**src/pkg/dio_map_pkg.sv**
```systemverilog
// Constants and types shared by the terminal mapping logic.
//
// Behaviour
// - Each input and output terminal is assigned a function by its own selector.
// - Factory defaults: inputs a=2, b=11, c,d=0; outputs one=2, two=9.
// - A terminal change reaches its function between 8 ms and 16 ms later.
// - Polarity bit 0 inverts output_one, bit 1 inverts output_two.
// - Seven internal input functions are offered to the input terminals.
// - Torque cap select is a level: low limit 1, high limit 2.
// - Speed cap select is a level: low limit 1, high limit 2.
// - Emergency halt input low commands a stop; high allows ready to run.
// - A rising edge on home point set is the reference or cam event.
// - Positive travel limit held high; a falling edge triggers quick stop.
// - Negative travel limit held high; a falling edge triggers quick stop.
// - Nine internal status flags are offered to the output terminals.
// - Drive ok high when ready; fault flag high while in fault.
// - Standstill high at or below threshold; low above threshold plus 10 rpm.
// - Torque at limit high when torque is near any torque limit.
// - Brake state high when brake closed; status only.
// - Overload high when output reaches threshold percent, default 100, max 300.
// - Can switch on low on fault, no mains, or control bits 1,2 not set.
// - In position high while following error lies inside the window.
package dio_map_pkg;
   localparam int unsigned CLK_HZ = 20000000;
   localparam int unsigned RESP_MIN_MS = 8;
   localparam int unsigned RESP_MAX_MS = 16;
   // Input must be stable this long; sync latency plus this stays within max.
   localparam int unsigned FILTER_CYCLES = CLK_HZ / 1000 * RESP_MIN_MS;
   localparam int unsigned RESP_MAX_CYCLES = CLK_HZ / 1000 * RESP_MAX_MS;
   localparam int unsigned STANDSTILL_HYST_RPM = 10;
   localparam int unsigned OVERLOAD_DEFAULT_PCT = 100;
   localparam int unsigned OVERLOAD_MAX_PCT = 300;
   localparam int unsigned IN_COUNT = 4;
   localparam int unsigned OUT_COUNT = 2;
   localparam int unsigned IN_FUNC_COUNT = 7;
   localparam int unsigned OUT_FLAG_COUNT = 9;
   localparam int unsigned POL_BIT_ONE = 0;
   localparam int unsigned POL_BIT_TWO = 1;
   localparam int unsigned STW_BIT_A = 1;
   localparam int unsigned STW_BIT_B = 2;

   typedef logic [4:0] sel_t;

   // Input function codes.
   localparam sel_t IN_NONE = 5'h00;
   localparam sel_t IN_ALARM_RESET = 5'h02;
   localparam sel_t IN_TORQUE_CAP = 5'h0b;
   localparam sel_t IN_SPEED_CAP = 5'h0c;
   localparam sel_t IN_EMERG_HALT = 5'h0d;
   localparam sel_t IN_HOME_SET = 5'h0e;
   localparam sel_t IN_POS_LIMIT = 5'h0f;
   localparam sel_t IN_NEG_LIMIT = 5'h10;

   // Output flag codes.
   localparam sel_t OUT_DRIVE_OK = 5'h01;
   localparam sel_t OUT_FAULT = 5'h02;
   localparam sel_t OUT_STANDSTILL = 5'h03;
   localparam sel_t OUT_TORQUE_LIM = 5'h04;
   localparam sel_t OUT_BRAKE = 5'h05;
   localparam sel_t OUT_OVERLOAD = 5'h09;
   localparam sel_t OUT_SWITCH_ON = 5'h0a;
   localparam sel_t OUT_IN_POS = 5'h0b;
   localparam sel_t OUT_HOMED = 5'h0c;

   // Factory reset values of the selectors.
   localparam sel_t RST_SEL_A = IN_ALARM_RESET;
   localparam sel_t RST_SEL_B = IN_TORQUE_CAP;
   localparam sel_t RST_SEL_C = IN_NONE;
   localparam sel_t RST_SEL_D = IN_NONE;
   localparam sel_t RST_SEL_ONE = OUT_FAULT;
   localparam sel_t RST_SEL_TWO = OUT_OVERLOAD;
   localparam logic [1:0] RST_POLARITY = 2'h0;
endpackage : dio_map_pkg

```
**src/rtl/input_filter.sv**
```systemverilog
// Three-stage synchroniser and stability filter for one terminal.
`timescale 1ns/100ps
module input_filter #(
   parameter int unsigned STABLE_CYCLES = dio_map_pkg::FILTER_CYCLES
) (
   input wire logic core_clk,
   input wire logic rst,
   input wire logic clk_en,
   input wire logic pin_in,
   output logic level_out,
   output logic rise_pulse,
   output logic fall_pulse
);
   import dio_map_pkg::*;

   localparam int unsigned CW = $clog2(STABLE_CYCLES + 1);

   initial begin
      if (STABLE_CYCLES < 1) begin
         $error("input_filter: STABLE_CYCLES must be at least one");
      end
   end

   typedef struct packed {
      logic [2:0] sync;
      logic [CW-1:0] cnt;
      logic level;
      logic rise;
      logic fall;
   } filt_state_t;

   filt_state_t st_q;
   filt_state_t st_d;

   always_comb begin
      st_d = st_q;
      st_d.rise = 1'b0;
      st_d.fall = 1'b0;
      st_d.sync = {st_q.sync[1:0], pin_in};
      // Stages 2 and 3 agreeing count as the synchronised value.
      if (st_q.sync[2] != st_q.sync[1] || st_q.sync[2] == st_q.level) begin
         st_d.cnt = '0;
      end else if (st_q.cnt == CW'(STABLE_CYCLES - 1)) begin
         st_d.cnt = '0;
         st_d.level = st_q.sync[2];
         st_d.rise = st_q.sync[2];
         st_d.fall = ~st_q.sync[2];
      end else begin
         st_d.cnt = st_q.cnt + CW'(1);
      end
   end

   // Reset level is high so a held limit or halt input raises no false edge.
   always_ff @(posedge core_clk) begin
      if (rst) begin
         st_q <= '{sync: 3'h7, cnt: '0, level: 1'b1, rise: 1'b0, fall: 1'b0};
      end else if (clk_en) begin
         st_q <= st_d;
      end
   end

   assign level_out = st_q.level;
   assign rise_pulse = st_q.rise & clk_en;
   assign fall_pulse = st_q.fall & clk_en;
endmodule : input_filter

```
**src/rtl/servo_dio_signal_mapper.sv**
```systemverilog
// Assignable input and output terminal mapping for a servo drive.
`timescale 1ns/100ps
module servo_dio_signal_mapper #(
   parameter int unsigned FILTER_LEN = dio_map_pkg::FILTER_CYCLES,
   parameter int unsigned SPEED_W = 16,
   parameter int unsigned ERR_W = 24
) (
   input wire logic core_clk,
   input wire logic rst,
   input wire logic clk_en,
   input wire logic input_terminal_a,
   input wire logic input_terminal_b,
   input wire logic input_terminal_c,
   input wire logic input_terminal_d,
   output logic output_one,
   output logic output_two,
   input wire dio_map_pkg::sel_t input_map_sel_a,
   input wire dio_map_pkg::sel_t input_map_sel_b,
   input wire dio_map_pkg::sel_t input_map_sel_c,
   input wire dio_map_pkg::sel_t input_map_sel_d,
   input wire dio_map_pkg::sel_t output_map_sel_one,
   input wire dio_map_pkg::sel_t output_map_sel_two,
   input wire logic [1:0] output_polarity_sel,
   input wire logic cfg_load,
   input wire logic control_mode_pos,
   input wire logic ready_to_run,
   input wire logic alarm_present,
   input wire logic enable_present,
   input wire logic fault_present,
   input wire logic [SPEED_W-1:0] motor_speed_rpm,
   input wire logic [SPEED_W-1:0] zero_speed_threshold,
   input wire logic torque_near_limit,
   input wire logic brake_closed,
   input wire logic [8:0] output_load_pct,
   input wire logic [8:0] overload_threshold,
   input wire logic main_power_ok,
   input wire logic [15:0] control_word,
   input wire logic servo_on,
   input wire logic [ERR_W-1:0] following_error_abs,
   input wire logic [ERR_W-1:0] in_position_window,
   input wire logic referenced,
   input wire logic reference_mode,
   output logic alarm_reset_pulse,
   output logic torque_cap_select,
   output logic speed_cap_select,
   output logic emergency_halt_input,
   output logic home_point_set_pulse,
   output logic reference_cam_pulse,
   output logic positive_travel_limit,
   output logic negative_travel_limit,
   output logic quick_stop_ramp,
   output logic drive_ok_flag,
   output logic fault_flag,
   output logic standstill_flag,
   output logic torque_at_limit_flag,
   output logic brake_state_flag,
   output logic overload_flag,
   output logic can_switch_on_flag,
   output logic in_position_flag,
   output logic homed_flag
);
   import dio_map_pkg::*;

   initial begin
      if (FILTER_LEN < 1 || SPEED_W < 8 || ERR_W < 1) begin
         $error("servo_dio_signal_mapper: unsupported parameter value");
      end
   end

   ////////////////////////////////////////////////////////////////////////
   // Selection decoding.

   // Position-only functions are refused outside position control.
   function automatic logic in_sel_ok(input sel_t s, input logic pos);
      case (s)
         IN_ALARM_RESET, IN_TORQUE_CAP, IN_SPEED_CAP, IN_EMERG_HALT,
         IN_POS_LIMIT, IN_NEG_LIMIT: in_sel_ok = 1'b1;
         IN_HOME_SET: in_sel_ok = pos;
         default: in_sel_ok = 1'b0;
      endcase
   endfunction : in_sel_ok

   function automatic logic out_sel_ok(input sel_t s, input logic pos);
      case (s)
         OUT_DRIVE_OK, OUT_FAULT, OUT_STANDSTILL, OUT_TORQUE_LIM, OUT_BRAKE,
         OUT_OVERLOAD, OUT_SWITCH_ON: out_sel_ok = 1'b1;
         OUT_IN_POS, OUT_HOMED: out_sel_ok = pos;
         default: out_sel_ok = 1'b0;
      endcase
   endfunction : out_sel_ok

   ////////////////////////////////////////////////////////////////////////
   // Input terminals.

   logic [IN_COUNT-1:0] pins;
   logic [IN_COUNT-1:0] lvl;
   logic [IN_COUNT-1:0] rise;
   logic [IN_COUNT-1:0] fall;

   assign pins = {input_terminal_d, input_terminal_c,
                  input_terminal_b, input_terminal_a};

   genvar gi;
   generate
      for (gi = 0; gi < IN_COUNT; gi++) begin : g_in
         input_filter #(
            .STABLE_CYCLES(FILTER_LEN)
         ) u_filt (
            .core_clk(core_clk),
            .rst(rst),
            .clk_en(clk_en),
            .pin_in(pins[gi]),
            .level_out(lvl[gi]),
            .rise_pulse(rise[gi]),
            .fall_pulse(fall[gi])
         );
      end
   endgenerate

   typedef struct packed {
      sel_t [IN_COUNT-1:0] in_sel;
      sel_t [OUT_COUNT-1:0] out_sel;
      logic [1:0] pol;
      logic standstill;
      logic switch_on_latched;
      logic torque_cap;
      logic speed_cap;
      logic halt;
      logic pos_lim;
      logic neg_lim;
      logic alarm_rst;
      logic home_set;
      logic ref_cam;
      logic quick_stop;
      logic [OUT_COUNT-1:0] dout;
      logic [OUT_FLAG_COUNT-1:0] flags;
   } map_state_t;

   map_state_t st_q;
   map_state_t st_d;

   logic [OUT_FLAG_COUNT-1:0] flags_now;
   logic [SPEED_W:0] speed_release;
   logic switch_on_cond;

   always_comb begin
      speed_release = {1'b0, zero_speed_threshold} +
                      (SPEED_W + 1)'(STANDSTILL_HYST_RPM);
      switch_on_cond = ~fault_present & main_power_ok &
                       control_word[STW_BIT_A] & control_word[STW_BIT_B];
   end

   // Functions that no terminal drives rest at their permissive level.
   always_comb begin
      st_d = st_q;
      st_d.alarm_rst = 1'b0;
      st_d.home_set = 1'b0;
      st_d.ref_cam = 1'b0;
      st_d.quick_stop = 1'b0;
      st_d.torque_cap = 1'b0;
      st_d.speed_cap = 1'b0;
      st_d.halt = 1'b1;
      st_d.pos_lim = 1'b1;
      st_d.neg_lim = 1'b1;
      if (cfg_load) begin
         st_d.in_sel = {input_map_sel_d, input_map_sel_c,
                        input_map_sel_b, input_map_sel_a};
         st_d.out_sel = {output_map_sel_two, output_map_sel_one};
         st_d.pol = output_polarity_sel;
      end
      for (int i = 0; i < IN_COUNT; i++) begin
         if (in_sel_ok(st_q.in_sel[i], control_mode_pos)) begin
            case (st_q.in_sel[i])
               IN_ALARM_RESET: st_d.alarm_rst = st_d.alarm_rst | rise[i];
               IN_TORQUE_CAP: st_d.torque_cap = st_d.torque_cap | lvl[i];
               IN_SPEED_CAP: st_d.speed_cap = st_d.speed_cap | lvl[i];
               IN_EMERG_HALT: st_d.halt = st_d.halt & lvl[i];
               IN_HOME_SET: begin
                  st_d.home_set = st_d.home_set |
                                  (rise[i] & ~reference_mode);
                  st_d.ref_cam = st_d.ref_cam |
                                 (rise[i] & reference_mode);
               end
               IN_POS_LIMIT: begin
                  st_d.pos_lim = st_d.pos_lim & lvl[i];
                  st_d.quick_stop = st_d.quick_stop | fall[i];
               end
               IN_NEG_LIMIT: begin
                  st_d.neg_lim = st_d.neg_lim & lvl[i];
                  st_d.quick_stop = st_d.quick_stop | fall[i];
               end
               default: ;
            endcase
         end
      end

      // Standstill holds between threshold and threshold plus hysteresis.
      if (motor_speed_rpm <= zero_speed_threshold) begin
         st_d.standstill = 1'b1;
      end else if ({1'b0, motor_speed_rpm} > speed_release) begin
         st_d.standstill = 1'b0;
      end

      if (!switch_on_cond) begin
         st_d.switch_on_latched = 1'b0;
      end else if (servo_on) begin
         st_d.switch_on_latched = 1'b1;
      end

      flags_now = '0;
      flags_now[0] = ready_to_run & ~alarm_present & enable_present;
      flags_now[1] = fault_present;
      flags_now[2] = st_q.standstill;
      flags_now[3] = torque_near_limit;
      flags_now[4] = brake_closed;
      flags_now[5] = output_load_pct >= overload_threshold;
      // The freshly updated latch is used so a lost condition drops at once.
      flags_now[6] = switch_on_cond | st_d.switch_on_latched;
      flags_now[7] = following_error_abs <= in_position_window;
      flags_now[8] = referenced;
      st_d.flags = flags_now;

      for (int o = 0; o < OUT_COUNT; o++) begin
         st_d.dout[o] = st_q.pol[o];
         if (out_sel_ok(st_q.out_sel[o], control_mode_pos)) begin
            case (st_q.out_sel[o])
               OUT_DRIVE_OK: st_d.dout[o] = flags_now[0] ^ st_q.pol[o];
               OUT_FAULT: st_d.dout[o] = flags_now[1] ^ st_q.pol[o];
               OUT_STANDSTILL: st_d.dout[o] = flags_now[2] ^ st_q.pol[o];
               OUT_TORQUE_LIM: st_d.dout[o] = flags_now[3] ^ st_q.pol[o];
               OUT_BRAKE: st_d.dout[o] = flags_now[4] ^ st_q.pol[o];
               OUT_OVERLOAD: st_d.dout[o] = flags_now[5] ^ st_q.pol[o];
               OUT_SWITCH_ON: st_d.dout[o] = flags_now[6] ^ st_q.pol[o];
               OUT_IN_POS: st_d.dout[o] = flags_now[7] ^ st_q.pol[o];
               OUT_HOMED: st_d.dout[o] = flags_now[8] ^ st_q.pol[o];
               default: st_d.dout[o] = st_q.pol[o];
            endcase
         end
      end
   end

   ////////////////////////////////////////////////////////////////////////
   // State register.

   always_ff @(posedge core_clk) begin
      if (rst) begin
         st_q <= '0;
         st_q.in_sel <= {RST_SEL_D, RST_SEL_C, RST_SEL_B, RST_SEL_A};
         st_q.out_sel <= {RST_SEL_TWO, RST_SEL_ONE};
         st_q.pol <= RST_POLARITY;
         st_q.halt <= 1'b1;
         st_q.pos_lim <= 1'b1;
         st_q.neg_lim <= 1'b1;
      end else if (clk_en) begin
         st_q <= st_d;
      end
   end

   // Pulses are gated so a frozen block never repeats an event.
   assign alarm_reset_pulse = st_q.alarm_rst & clk_en;
   assign home_point_set_pulse = st_q.home_set & clk_en;
   assign reference_cam_pulse = st_q.ref_cam & clk_en;
   assign quick_stop_ramp = st_q.quick_stop & clk_en;
   assign torque_cap_select = st_q.torque_cap;
   assign speed_cap_select = st_q.speed_cap;
   assign emergency_halt_input = st_q.halt;
   assign positive_travel_limit = st_q.pos_lim;
   assign negative_travel_limit = st_q.neg_lim;
   assign output_one = st_q.dout[0];
   assign output_two = st_q.dout[1];
   assign drive_ok_flag = st_q.flags[0];
   assign fault_flag = st_q.flags[1];
   assign standstill_flag = st_q.flags[2];
   assign torque_at_limit_flag = st_q.flags[3];
   assign brake_state_flag = st_q.flags[4];
   assign overload_flag = st_q.flags[5];
   assign can_switch_on_flag = st_q.flags[6];
   assign in_position_flag = st_q.flags[7];
   assign homed_flag = st_q.flags[8];
endmodule : servo_dio_signal_mapper

```
**config.mk**
```make
export PLATFORM = sky130hd
export DESIGN_NAME = servo_dio_signal_mapper
export DESIGN_NICKNAME = d
export VERILOG_FILES = /design/src/pkg/dio_map_pkg.sv /design/src/rtl/input_filter.sv /design/src/rtl/servo_dio_signal_mapper.sv
export SDC_FILE = /design/constraint.sdc
export NUM_CORES = 1
export LEC_CHECK = 0
export ABC_AREA = 1
export BUFFER_PORTS_ARGS = -buffer_cell sky130_fd_sc_hd__buf_2
export CORE_UTILIZATION = 35
export CTS_CLUSTER_SIZE = 30
export DETAILED_ROUTE_END_ITERATION = 8
export GPL_TIMING_DRIVEN = 0
export HOLD_SLACK_MARGIN = 0.12
export PLACE_DENSITY = 0.65
export SYNTH_ARGS = -nofsm -noshare
export SYNTH_HDL_FRONTEND = slang
export SYNTH_SLANG_ARGS = --single-unit
```
**constraint.sdc**
```tcl
create_clock -name core_clk -period 2.5 [get_ports core_clk]
set_clock_uncertainty 0.1 [all_clocks]
set_input_delay 0.5 -clock core_clk [delete_from_list [all_inputs] [get_ports core_clk]]
set_output_delay 0.5 -clock core_clk [all_outputs]
set_load 0.05 [all_outputs]
```
==> out/qor.csv, run 1 <==
metric,value,unit
Syn Nets,1663,
CP Launch Type,primary input,
GP Congestion,0.869,
"CP delay by family, top",simple AND/OR/NAND/NOR gates,
Crit Reg-Reg Startpoint,g_in[0].u_filt.st_q[3],
clock share of power,0.421,
NetSw,1.76,mW
worst r2r dst,g_in[0].u_filt.st_q[13],
post-synth top area share,0.313,
Period minus WS final,2.49,ns
area delta synth->final,21.9,%
Hold Path Class,primary input to register,
mux share of post-synthesis cell area,0,
largest net degree at the start of global routing,17,
# nets final,1865,
fin crit share,0.995,
outcome,"finished, violations left",
Post-synth ARST share,0,
CP max stage delay,0.30,ns
critical path depth,22,
design area,11600,um^2
Lkg Pwr,5.26,nW
failing checks,DRC,
worst-path cell chain,"buf_8, inv_6, o21ai_4, nand3_2, nor2_2, nand2_2, nor2_4, nand2_2, xor2_1, ha_1, nand2_2, nor2_4, nand4_1, o21bai_4, nand2_1, nand2_1, nand2_1, nand2_1, nand2_1, nand2_1, nand2_1, a21oi_2",
Synth Area in Compound Gates,0.172,
Slew @ Worst Pin,0.732,ns
number of synthesized register bits,149,
num ports,185,
hold-fix buffers at CTS,0,
main combinational cell family by area after synthesis,simple AND/OR/NAND/NOR gates,
most frequent CP cell,nand2_1,
worst setup path end,flags_now[2],
CP max stage cell,ha_1,
pwr/cell area,513,nW/um^2
residual DRC count,2,
Critical Path RT,2.70,ns
Flop pwr share,0.420,
dpl cell area,10800,um^2
clock tree buffer depth,2,
Peak Freq,0.402,GHz
R2R setup slack,0.34,ns
DRT Pass-1 Iters,7,
die area,27900,um^2
Synth Area in Adders,0.0906,
DR vias,9922,
max-capacitance violation count,0,
sw frac,0.296,
XOR/XNOR share of the synthesized area,0.0331,
Mapped Area,9530,um^2
Initial Utilization,0.356,
grt ovf,0,
synth top area cells,"dfxtp_1, nand2_1, ha_1",
clk slew on worst S/H paths,0.07,ns
Diodes inserted,0,
CORE AREA,26800,um^2
Chip Height,167,um
vias in the first global route,9494,
Root Driver,clkbuf_16,
# rows,60,
sequential area share after synthesis,0.313,
"Max FO, Critical Path",3,
yosys warns,0,
routed wire length per instance,13.7,um
Critical path origin,zero_speed_threshold[1],
Iter 0 DRT Violations,626,
Simple-Gate Fraction of Synth Area,0.289,
Final Max Slew Viols,0,
vias per std cell,5.00,
Critical Path End Type,register,
post-route setup slack,0.0131,ns
Clock Latency Late Sink,0.44,ns
share of layout cells above drive strength 1,0.172,
Sum Neg Setup Slack,0,ns
post-synth top area cell,dfxtp_1,
Post-DRT Antenna Nets,0,
unrepaired setup endpoints after global routing,yes,
Die W,167,um
final setup vio count,0,
internal power,4.19,mW
Sink Count,149,
Avg Inst Size Synth,6.67,um^2
critical path type,primary input to register,
Max VDD drop,0.432,mV
CP bufs+invs,2,
number of port buffers,168,
R2R depth,11,
final wirelength,27200,um
number of synthesized flops with an enable pin,0,
Post-synth top flop,dfxtp_1,
H-tree levels,4,
Synth Instances,1429,
DP HPWL,20900,um
hold slack final,0.177,ns
Cell variety after synth,50,
dpl ws,-0.679,ns
Num CTS Buffers,17,
Max-slew headroom,0.512,
"Arr. time, crit path",2.68,ns
CTS tree,yes,
Final Hold Violating Endpoints,0,
global-route wire length before repair,45200,um
combinational share of power,0.159,
GRT Util Overall,0.199,
initial antenna violation count,0,
synthesized netlist by cell type, types with 3 or more instances:
cell type and instances:
a211oi_1 5, a21o_1 3, a21oi_1 148, buf_6 4
clkbuf_1 37, dfxtp_1 149, ha_1 69, inv_1 196
inv_2 6, nand2_1 334, nand3_1 75, nand3_2 7
nand3b_1 7, nand4_1 24, nor2_1 121, nor2_2 6
nor3_1 21, nor3_2 4, nor3_4 3, nor4_1 10
o211ai_1 13, o21ai_0 102, o21ai_1 5, o21bai_1 3
o22ai_1 4, o31ai_1 4, or2_2 4, xnor2_1 6
xor2_1 30
cell usage in the layout, fill, tap and decap left out, types with 20 or more instances in the layout:
cell type	n
xor2_1	30
nor3_1	20
dfxtp_1	149
a21oi_1	147
nor2_1	118
inv_1	193
o21ai_0	101
buf_2	166
nand3_1	73
nand2_1	331
clkbuf_1	35
nand4_1	24
ha_1	68
worst min path at each step:
stage | from | to | slack [ns] | cells after the start
2_1_floorplan | g_in[1].u_filt.st_d[22] | g_in[1].u_filt.st_d[22] | 0.33 | 2
3_3_place_gp | g_in[1].u_filt.st_d[22] | g_in[1].u_filt.st_d[22] | 0.34 | 2
3_5_place_dp | g_in[0].u_filt.st_d[22] | g_in[0].u_filt.st_d[22] | 0.34 | 2
4_1_cts | input_terminal_c | g_in[2].u_filt.st_d[22] | 0.17 | 3
5_1_grt | output_map_sel_two[0] | st_q[29] | 0.19 | 3
6_report | input_terminal_a | g_in[0].u_filt.st_d[22] | 0.18 | 3
routing by layer:
layer / vias up / share of wire / global-route usage / wire, um
met5: - / 0 / 0 / 0
met4: 0 / 0.019 / 0.0684 / 512
met3: 38 / 0.051 / 0.0345 / 1390
met2: 250 / 0.46 / 0.337 / 12600
met1: 4525 / 0.47 / 0.254 / 12600
li1: 5109 / - / - / -
metrics by stage:
stage               instances   util  power, mW
floorplan                1429      -       3.12
global placement         1938  0.403       3.44
detailed placement       1938  0.403       3.46
CTS                      1983  0.431       5.98
global route             1985  0.433       6.24
finish                   1985  0.433       5.96
timing repair:
action | in CTS | in global routing
setup buffers | 13 | 2
pin swaps | 20 | 22
endpoints found under the setup margin | 5 | 5
resized for setup | 25 | 12
registers in the layout, summed over array words and instances, names as in the netlist:
signal,flops
negative_travel_limit,1
torque_cap_select,1
g_in.u_filt.st_q,84
positive_travel_limit,1
output_two,1
st_q,36
output_one,1
torque_at_limit_flag,1
g_in.u_filt.st_d,8
flags_now,1
speed_cap_select,1
overload_flag,1
homed_flag,1
emergency_halt_input,1
g_in.u_filt.level_out,4
standstill_flag,1
drive_ok_flag,1
can_switch_on_flag,1
brake_state_flag,1
in_position_flag,1
fault_flag,1
kinds of logic (layout without fill, tap and decap cells):
group                    Yosys count  count (layout)
flip-flops                       149             149
buffers and inverters            249             464
AND/OR/NAND/NOR                  624             624
adder cells (fa/ha/maj)           69              69
AO/OA/AOI/OAI                    302             302
XOR/XNOR                          36              36
worst reg2reg max path, delay by kind of cell (launching register included):
kind	cells	cell delay (ns)
and+or+nand+nor	6	0.81
adders and majority gates	1	0.26
AOI/OAI and AO/OA	1	0.11
buffers and inverters	3	0.31
DFF	1	0.43
area by class of cell:
type	instances	area [um^2]
Buffer	47	228
Multi-Input combinational cell	1031	5670
Inverter	202	766
Sequential cell	149	2980
Clock buffer	17	425
Clock inverter	15	149
Tap cell	341	427
Fill cell	2748	15200
Timing Repair Buffer	183	973
power groups by stage:
stage / combinational, mW / clock, mW / sequential (mW)
after global placement: 0.885 / 0 / 2.55
after global routing: 1.07 / 2.65 / 2.51
after CTS: 0.932 / 2.55 / 2.50
after detailed placement: 0.903 / 0 / 2.55
after floorplan: 0.517 / 0 / 2.60
final: 0.949 / 2.51 / 2.50
No activity file was read; power rests on OpenSTA's default activity.
==> run 2, diff against run 1 <==
==> constraint.sdc (replaced) <==
create_clock -name core_clk -period 2.5 [get_ports core_clk]
set_clock_uncertainty 0.1 [all_clocks]
set_input_delay 0.75 -clock core_clk [delete_from_list [all_inputs] [get_ports core_clk]]
set_output_delay 0.75 -clock core_clk [all_outputs]
set_load 0.05 [all_outputs]
==> run 2 against run 1 <==
The flow finishes with violations (setup timing). Fmax decreased by 6.8%. Worst hold slack improved by 0.18 ns. Total power increased by 2.5%. Setup slack got worse by 0.18 ns.
==> out/qor.csv, run 2 (synthesized netlist as in run 1, its figures left out) <==
metric,value,unit,change
outcome,"finished, violations left",,
failing checks,setup timing,,
area delta synth->final,22.1,%,
DRT Pass-1 Iters,7,,unchanged
post-route setup slack,-0.167,ns,-0.180 ns
hold-fix buffers at CTS,0,,unchanged
Slew @ Worst Pin,0.774,ns,+0.0419 ns
largest net degree at the start of global routing,17,,unchanged
DP HPWL,21000,um,+0.30%
hold_sp,g_in[1].u_filt.st_d[22],,
vias in the first global route,9486,,-0.084%
Clock Latency Late Sink,0.43,ns,about the same
Die W,167,um,unchanged
Critical path origin,zero_speed_threshold[2],,
Crit Reg-Reg Startpoint,g_in[0].u_filt.st_q[3],,
M1 GR Usage,0.252,,-0.00191
Max VDD drop,0.462,mV,+7.0%
fin crit share,1.07,,+0.0721
met2 Use GR,0.334,,-0.00273
clock tree buffer depth,2,,unchanged
Lkg Pwr,5.22,nW,-0.66%
"Arr. time, crit path",2.85,ns,+0.17 ns
Peak Freq,0.375,GHz,-6.8%
CTS tree,yes,,
Critical Path RT,2.69,ns,about the same
number of port buffers,168,,unchanged
hold slack final,0.361,ns,+0.184 ns
Iter 0 DRT Violations,507,,-19%
Num CTS Buffers,17,,unchanged
"commonest non-fill, non-tap cells in the layout","nand2_1, inv_1, buf_2, dfxtp_1, a21oi_1",,
CP Launch Type,primary input,,
Critical Path End Type,register,,
final setup vio count,1,,+1
Chip Height,167,um,unchanged
"Cell Count, Final, Fillers Out",1976,,-0.45%
unrepaired setup endpoints after global routing,yes,,
# rows,60,,unchanged
num ports,185,,unchanged
dpl ws,-0.964,ns,-0.285 ns
GRT Util Overall,0.199,,-0.000500
share of layout cells above drive strength 1,0.166,,-0.00578
max-capacitance violation count,0,,unchanged
global-route wire length before repair,45000,um,-0.59%
critical path type,primary input to register,,
R2R setup slack,0.29,ns,-0.05 ns
routed wire length per instance,13.7,um,-0.12%
# nets final,1856,,-0.48%
final wirelength,27000,um,-0.57%
Period minus WS final,2.67,ns,+0.180 ns
Final Max Slew Viols,0,,unchanged
fillers,2747,,-0.036%
Hold Path Class,register to register,,
H-tree levels,4,,unchanged
GR peak layer,met2,,
DR vias,9953,,+0.31%
clk slew on worst S/H paths,0.06,ns,about the same
residual DRC count,0,,-2
pwr/cell area,525,nW/um^2,+2.4%
CORE AREA,26800,um^2,unchanged
dpl cells,1938,,unchanged
vias per std cell,5.04,,+0.77%
die area,27900,um^2,unchanged
Max-slew headroom,0.484,,-0.0280
"commonest non-fill, non-tap cell in the layout",nand2_1,,
GP Congestion,0.900,,+3.6%
initial antenna violation count,1,,+1
Post-DRT Antenna Nets,0,,unchanged
grt ovf,0,,unchanged
Root Driver,clkbuf_16,,
Diodes inserted,0,,unchanged
met3 layer usage reported by global route,0.0463,,+0.0119
"Max FO, Critical Path",2,,-1
Final Hold Violating Endpoints,0,,unchanged
max reg flops,84,,unchanged
Sink Count,149,,unchanged
Initial Utilization,0.356,,unchanged
Largest Register,g_in.u_filt.st_q,,
run 2: timing repair:
action / in CTS / in global routing
pin swaps: 14 / 10
setup buffers: 7 / 0
gates resized for setup: 38 / 5
setup endpoints to repair: 5 / 4
run 2: power by group:
part,leakage [nW],total [mW],switching [mW],internal (mW)
combinational,3.71,0.937,0.587,0.350
sequential,1.21,2.50,0.0564,2.45
clock,0.298,2.67,1.02,1.65
total,5.22,6.11,1.66,4.45
run 2: final timing paths:
check / cells past startpoint / end
setup / recovery: 22 / flags_now[2]
hold / removal: 2 / g_in[1].u_filt.st_d[22]
setup reg to reg: 11 / g_in[0].u_filt.st_q[13]
hold reg to reg: 2 / g_in[1].u_filt.st_d[22]
run 2: worst max-delay path: stages:
cell	delay, ns
buf_8	0.08
inv_4	0.04
o21ai_4	0.17
nand3_2	0.09
nor2_2	0.10
nand2_2	0.08
nor2_4	0.11
nand2_2	0.07
xor2_1	0.14
ha_1	0.30
nand2_2	0.08
nor2_4	0.14
nand4_1	0.12
o21bai_1	0.17
nand2_1	0.06
nand2_1	0.05
nand2_1	0.05
nand2_1	0.04
nand2_1	0.05
nand2_1	0.05
nand2_1	0.07
a21oi_2	0.05
run 2: through the flow:
step / total power [mW] / area (um^2) / setup TNS, ns / util
CTS: 6.14 / 11600 / -0.209 / 0.433
global placement: 3.44 / 10800 / -4.15 / 0.404
detailed placement: 3.45 / 10800 / -4.15 / 0.404
finish: 6.11 / 11600 / -0.167 / 0.434
floorplan: 3.12 / 9550 / -0.377 / -
global route: 6.39 / 11600 / -0.395 / 0.434
run 2: final cells by class:
class                   count  area [um^2]  share of cell area
plain buffers              46          244              0.0210
clock buffers              24          482              0.0414
clock inverters             8          123              0.0105
inverters                 202          776              0.0667
multi-input cells        1031         5650               0.486
flip-flops and latches    149         2980               0.256
well taps                 341          427              0.0367
repair buffers            175          945              0.0812
run 2: routing by layer:
metal	share of wire	vias to the layer above
met5	0.00048	-
met2	0.46	204
met4	0.016	2
met3	0.056	32
li1	-	5088
met1	0.46	4627
==> run 3, diff against run 2 <==
--- a/config.mk
+++ b/config.mk
@@ -12,7 +12,7 @@
 export DETAILED_ROUTE_END_ITERATION = 8
 export GPL_TIMING_DRIVEN = 0
 export HOLD_SLACK_MARGIN = 0.12
-export PLACE_DENSITY = 0.65
+export PLACE_DENSITY = 0.63
 export SYNTH_ARGS = -nofsm -noshare
 export SYNTH_HDL_FRONTEND = slang
 export SYNTH_SLANG_ARGS = --single-unit
==> constraint.sdc (replaced) <==
create_clock -name core_clk -period 3.3 [get_ports core_clk]
set_clock_uncertainty 0.1 [all_clocks]
set_input_delay 0.99 -clock core_clk [delete_from_list [all_inputs] [get_ports core_clk]]
set_output_delay 0.99 -clock core_clk [all_outputs]
set_load 0.05 [all_outputs]
==> run 3 against run 2 <==
The flow now finishes without violations. Count of clock-buffer cells in the layout is 7 lower. Worst hold slack better by 0.0012 ns. Register-to-register slack better by 0.80 ns. Core utilization is 0.80 points lower. Design area is 1.8% lower. Via count is 2.2% lower. Total power is 27% lower. Setup slack better by 0.22 ns. Die area stayed put. Sequential share of layout area is 0.48 points higher. Non-clock buffer count is 3 lower. Critical path type is now primary input to primary output. Critical endpoint is now alarm_reset_pulse.
==> out/qor.csv, run 3 (synthesized netlist as in run 1, its figures left out) <==
metric,value,unit,change
outcome,completed,,
Diodes inserted,0,,unchanged
vias per std cell,4.93,,-2.0%
Sum Neg Setup Slack,0,ns,+0.167 ns
clock tree buffer depth,2,,unchanged
CP Launch Type,primary input,,
Initial Utilization,0.356,,unchanged
max-capacitance violation count,0,,unchanged
fillers,2807,,+2.2%
Largest Register,g_in.u_filt.st_q,,
Sink Count,149,,unchanged
DRT Pass-1 Iters,5,,-2
Lkg Pwr,5.20,nW,-0.47%
num ports,185,,unchanged
critical path type,primary input to primary output,,
Max-slew headroom,0.492,,+0.00864
global-route wire length before repair,44000,um,-2.2%
Max VDD drop,0.358,mV,-23%
residual DRC count,0,,unchanged
"Arr. time, crit path",2.16,ns,-0.69 ns
Final Max Slew Viols,0,,unchanged
Root Driver,clkbuf_16,,
Critical Path RT,2.21,ns,-0.48 ns
R2R setup slack,1.09,ns,+0.80 ns
clk slew on worst S/H paths,0.07,ns,about the same
die area,27900,um^2,unchanged
"Power, Total",4.47,mW,-27%
share of layout cells above drive strength 1,0.158,,-0.00766
initial antenna violation count,1,,unchanged
Chip Height,167,um,unchanged
Hold Path End,g_in[2].u_filt.st_d[22],,
final wirelength,26700,um,-1.2%
"Max FO, Critical Path",13,,+11
R2R depth,11,,unchanged
pwr/cell area,391,nW/um^2,-25%
max reg flops,84,,unchanged
Num CTS Buffers,17,,unchanged
final setup vio count,0,,-1
Period minus WS final,3.25,ns,
Die W,167,um,unchanged
DP HPWL,20900,um,-0.58%
GRT Util Overall,0.194,,-0.00498
Iter 0 DRT Violations,583,,+15%
grt ovf,0,,unchanged
Clock Latency Late Sink,0.43,ns,about the same
worst r2r dst,g_in[2].u_filt.st_q[17],,
vias in the first global route,9254,,-2.4%
Final Hold Violating Endpoints,0,,unchanged
# nets final,1853,,-0.16%
DR vias,9735,,-2.2%
Peak Freq,0.308,GHz,
Critical Path End Type,primary output,,
Post-DRT Antenna Nets,0,,unchanged
routed wire length per instance,13.5,um,-1.0%
fin crit share,0.985,,
"commonest non-fill, non-tap cells in the layout","nand2_1, inv_1, buf_2, dfxtp_1, a21oi_1",,
area delta synth->final,19.8,%,
Slew @ Worst Pin,0.761,ns,-0.0130 ns
hold_sp,g_in[2].u_filt.st_d[22],,
largest net degree at the start of global routing,17,,unchanged
# rows,60,,unchanged
"commonest non-fill, non-tap cell in the layout",nand2_1,,
GP Congestion,0.872,,-3.2%
Hold Path Cell Cnt,2,,unchanged
CORE AREA,26800,um^2,unchanged
Hold Path Class,register to register,,
Crit Reg-Reg Startpoint,g_in[2].u_filt.st_q[4],,
number of port buffers,168,,unchanged
CTS tree,yes,,
H-tree levels,4,,unchanged
[run 3: through the flow]
stage / std cells / area (um^2) / hold slack [ns] / util / worst slack [ns]
after floorplan: 1429 / 9530 / 0.329 / - / 0.125
after global placement: 1938 / 10800 / 0.339 / 0.403 / -0.760
after detailed placement: 1938 / 10800 / 0.346 / 0.403 / -0.712
after CTS: 1969 / 11400 / 0.366 / 0.424 / 0.0290
after global routing: 1973 / 11400 / 0.378 / 0.426 / -0.00635
final: 1973 / 11400 / 0.362 / 0.426 / 0.0511
[run 3: what timing repair did]
action / in CTS / in global routing
gates resized for setup: 5 / 8
buffers inserted: 0 / 4
pin swaps: 0 / 6
endpoints found under the setup margin: 4 / 2
hold buffers: 0 / 0
[run 3: worst max-delay path, stage by stage]
cell,delay (ns)
buf_4,0.20
clkbuf_4,0.26
clkbuf_4,0.25
nand2_1,0.07
inv_1,0.12
clkbuf_4,0.25
[run 3: area by class of cell]
cell class | instances | area (um^2) | share of cell area
inverter | 202 | 758 | 0.0664
buffer | 46 | 220 | 0.0193
clock buffer | 17 | 425 | 0.0373
tap | 341 | 427 | 0.0374
multi-input combinational | 1031 | 5590 | 0.490
clock inverter | 15 | 136 | 0.0119
timing repair buffer | 172 | 876 | 0.0767
sequential | 149 | 2980 | 0.261
[run 3: power by group]
| group | switching, mW | internal (mW) |
|---|---|---|
| clock | 0.890 | 0.996 |
| combinational | 0.435 | 0.252 |
| sequential | 0.0418 | 1.85 |
[run 3: routing by layer]
layer,part of all wire,vias up,track usage
li1,-,5074,-
met1,0.47,4398,0.248
met2,0.46,230,0.324
met3,0.058,31,0.0447
met4,0.014,2,0.0507
met5,0.00045,-,0
[run 3: worst max path at each step]
| stage | start | slack (ns) | end |
|---|---|---|---|
| after global placement | clk_en | -0.76 | alarm_reset_pulse |
| after floorplan | clk_en | 0.13 | alarm_reset_pulse |
| after CTS | clk_en | 0.03 | alarm_reset_pulse |
| after global routing | zero_speed_threshold[1] | -0.006 | flags_now[2] |
| after detailed placement | clk_en | -0.71 | alarm_reset_pulse |
| final | clk_en | 0.05 | alarm_reset_pulse |
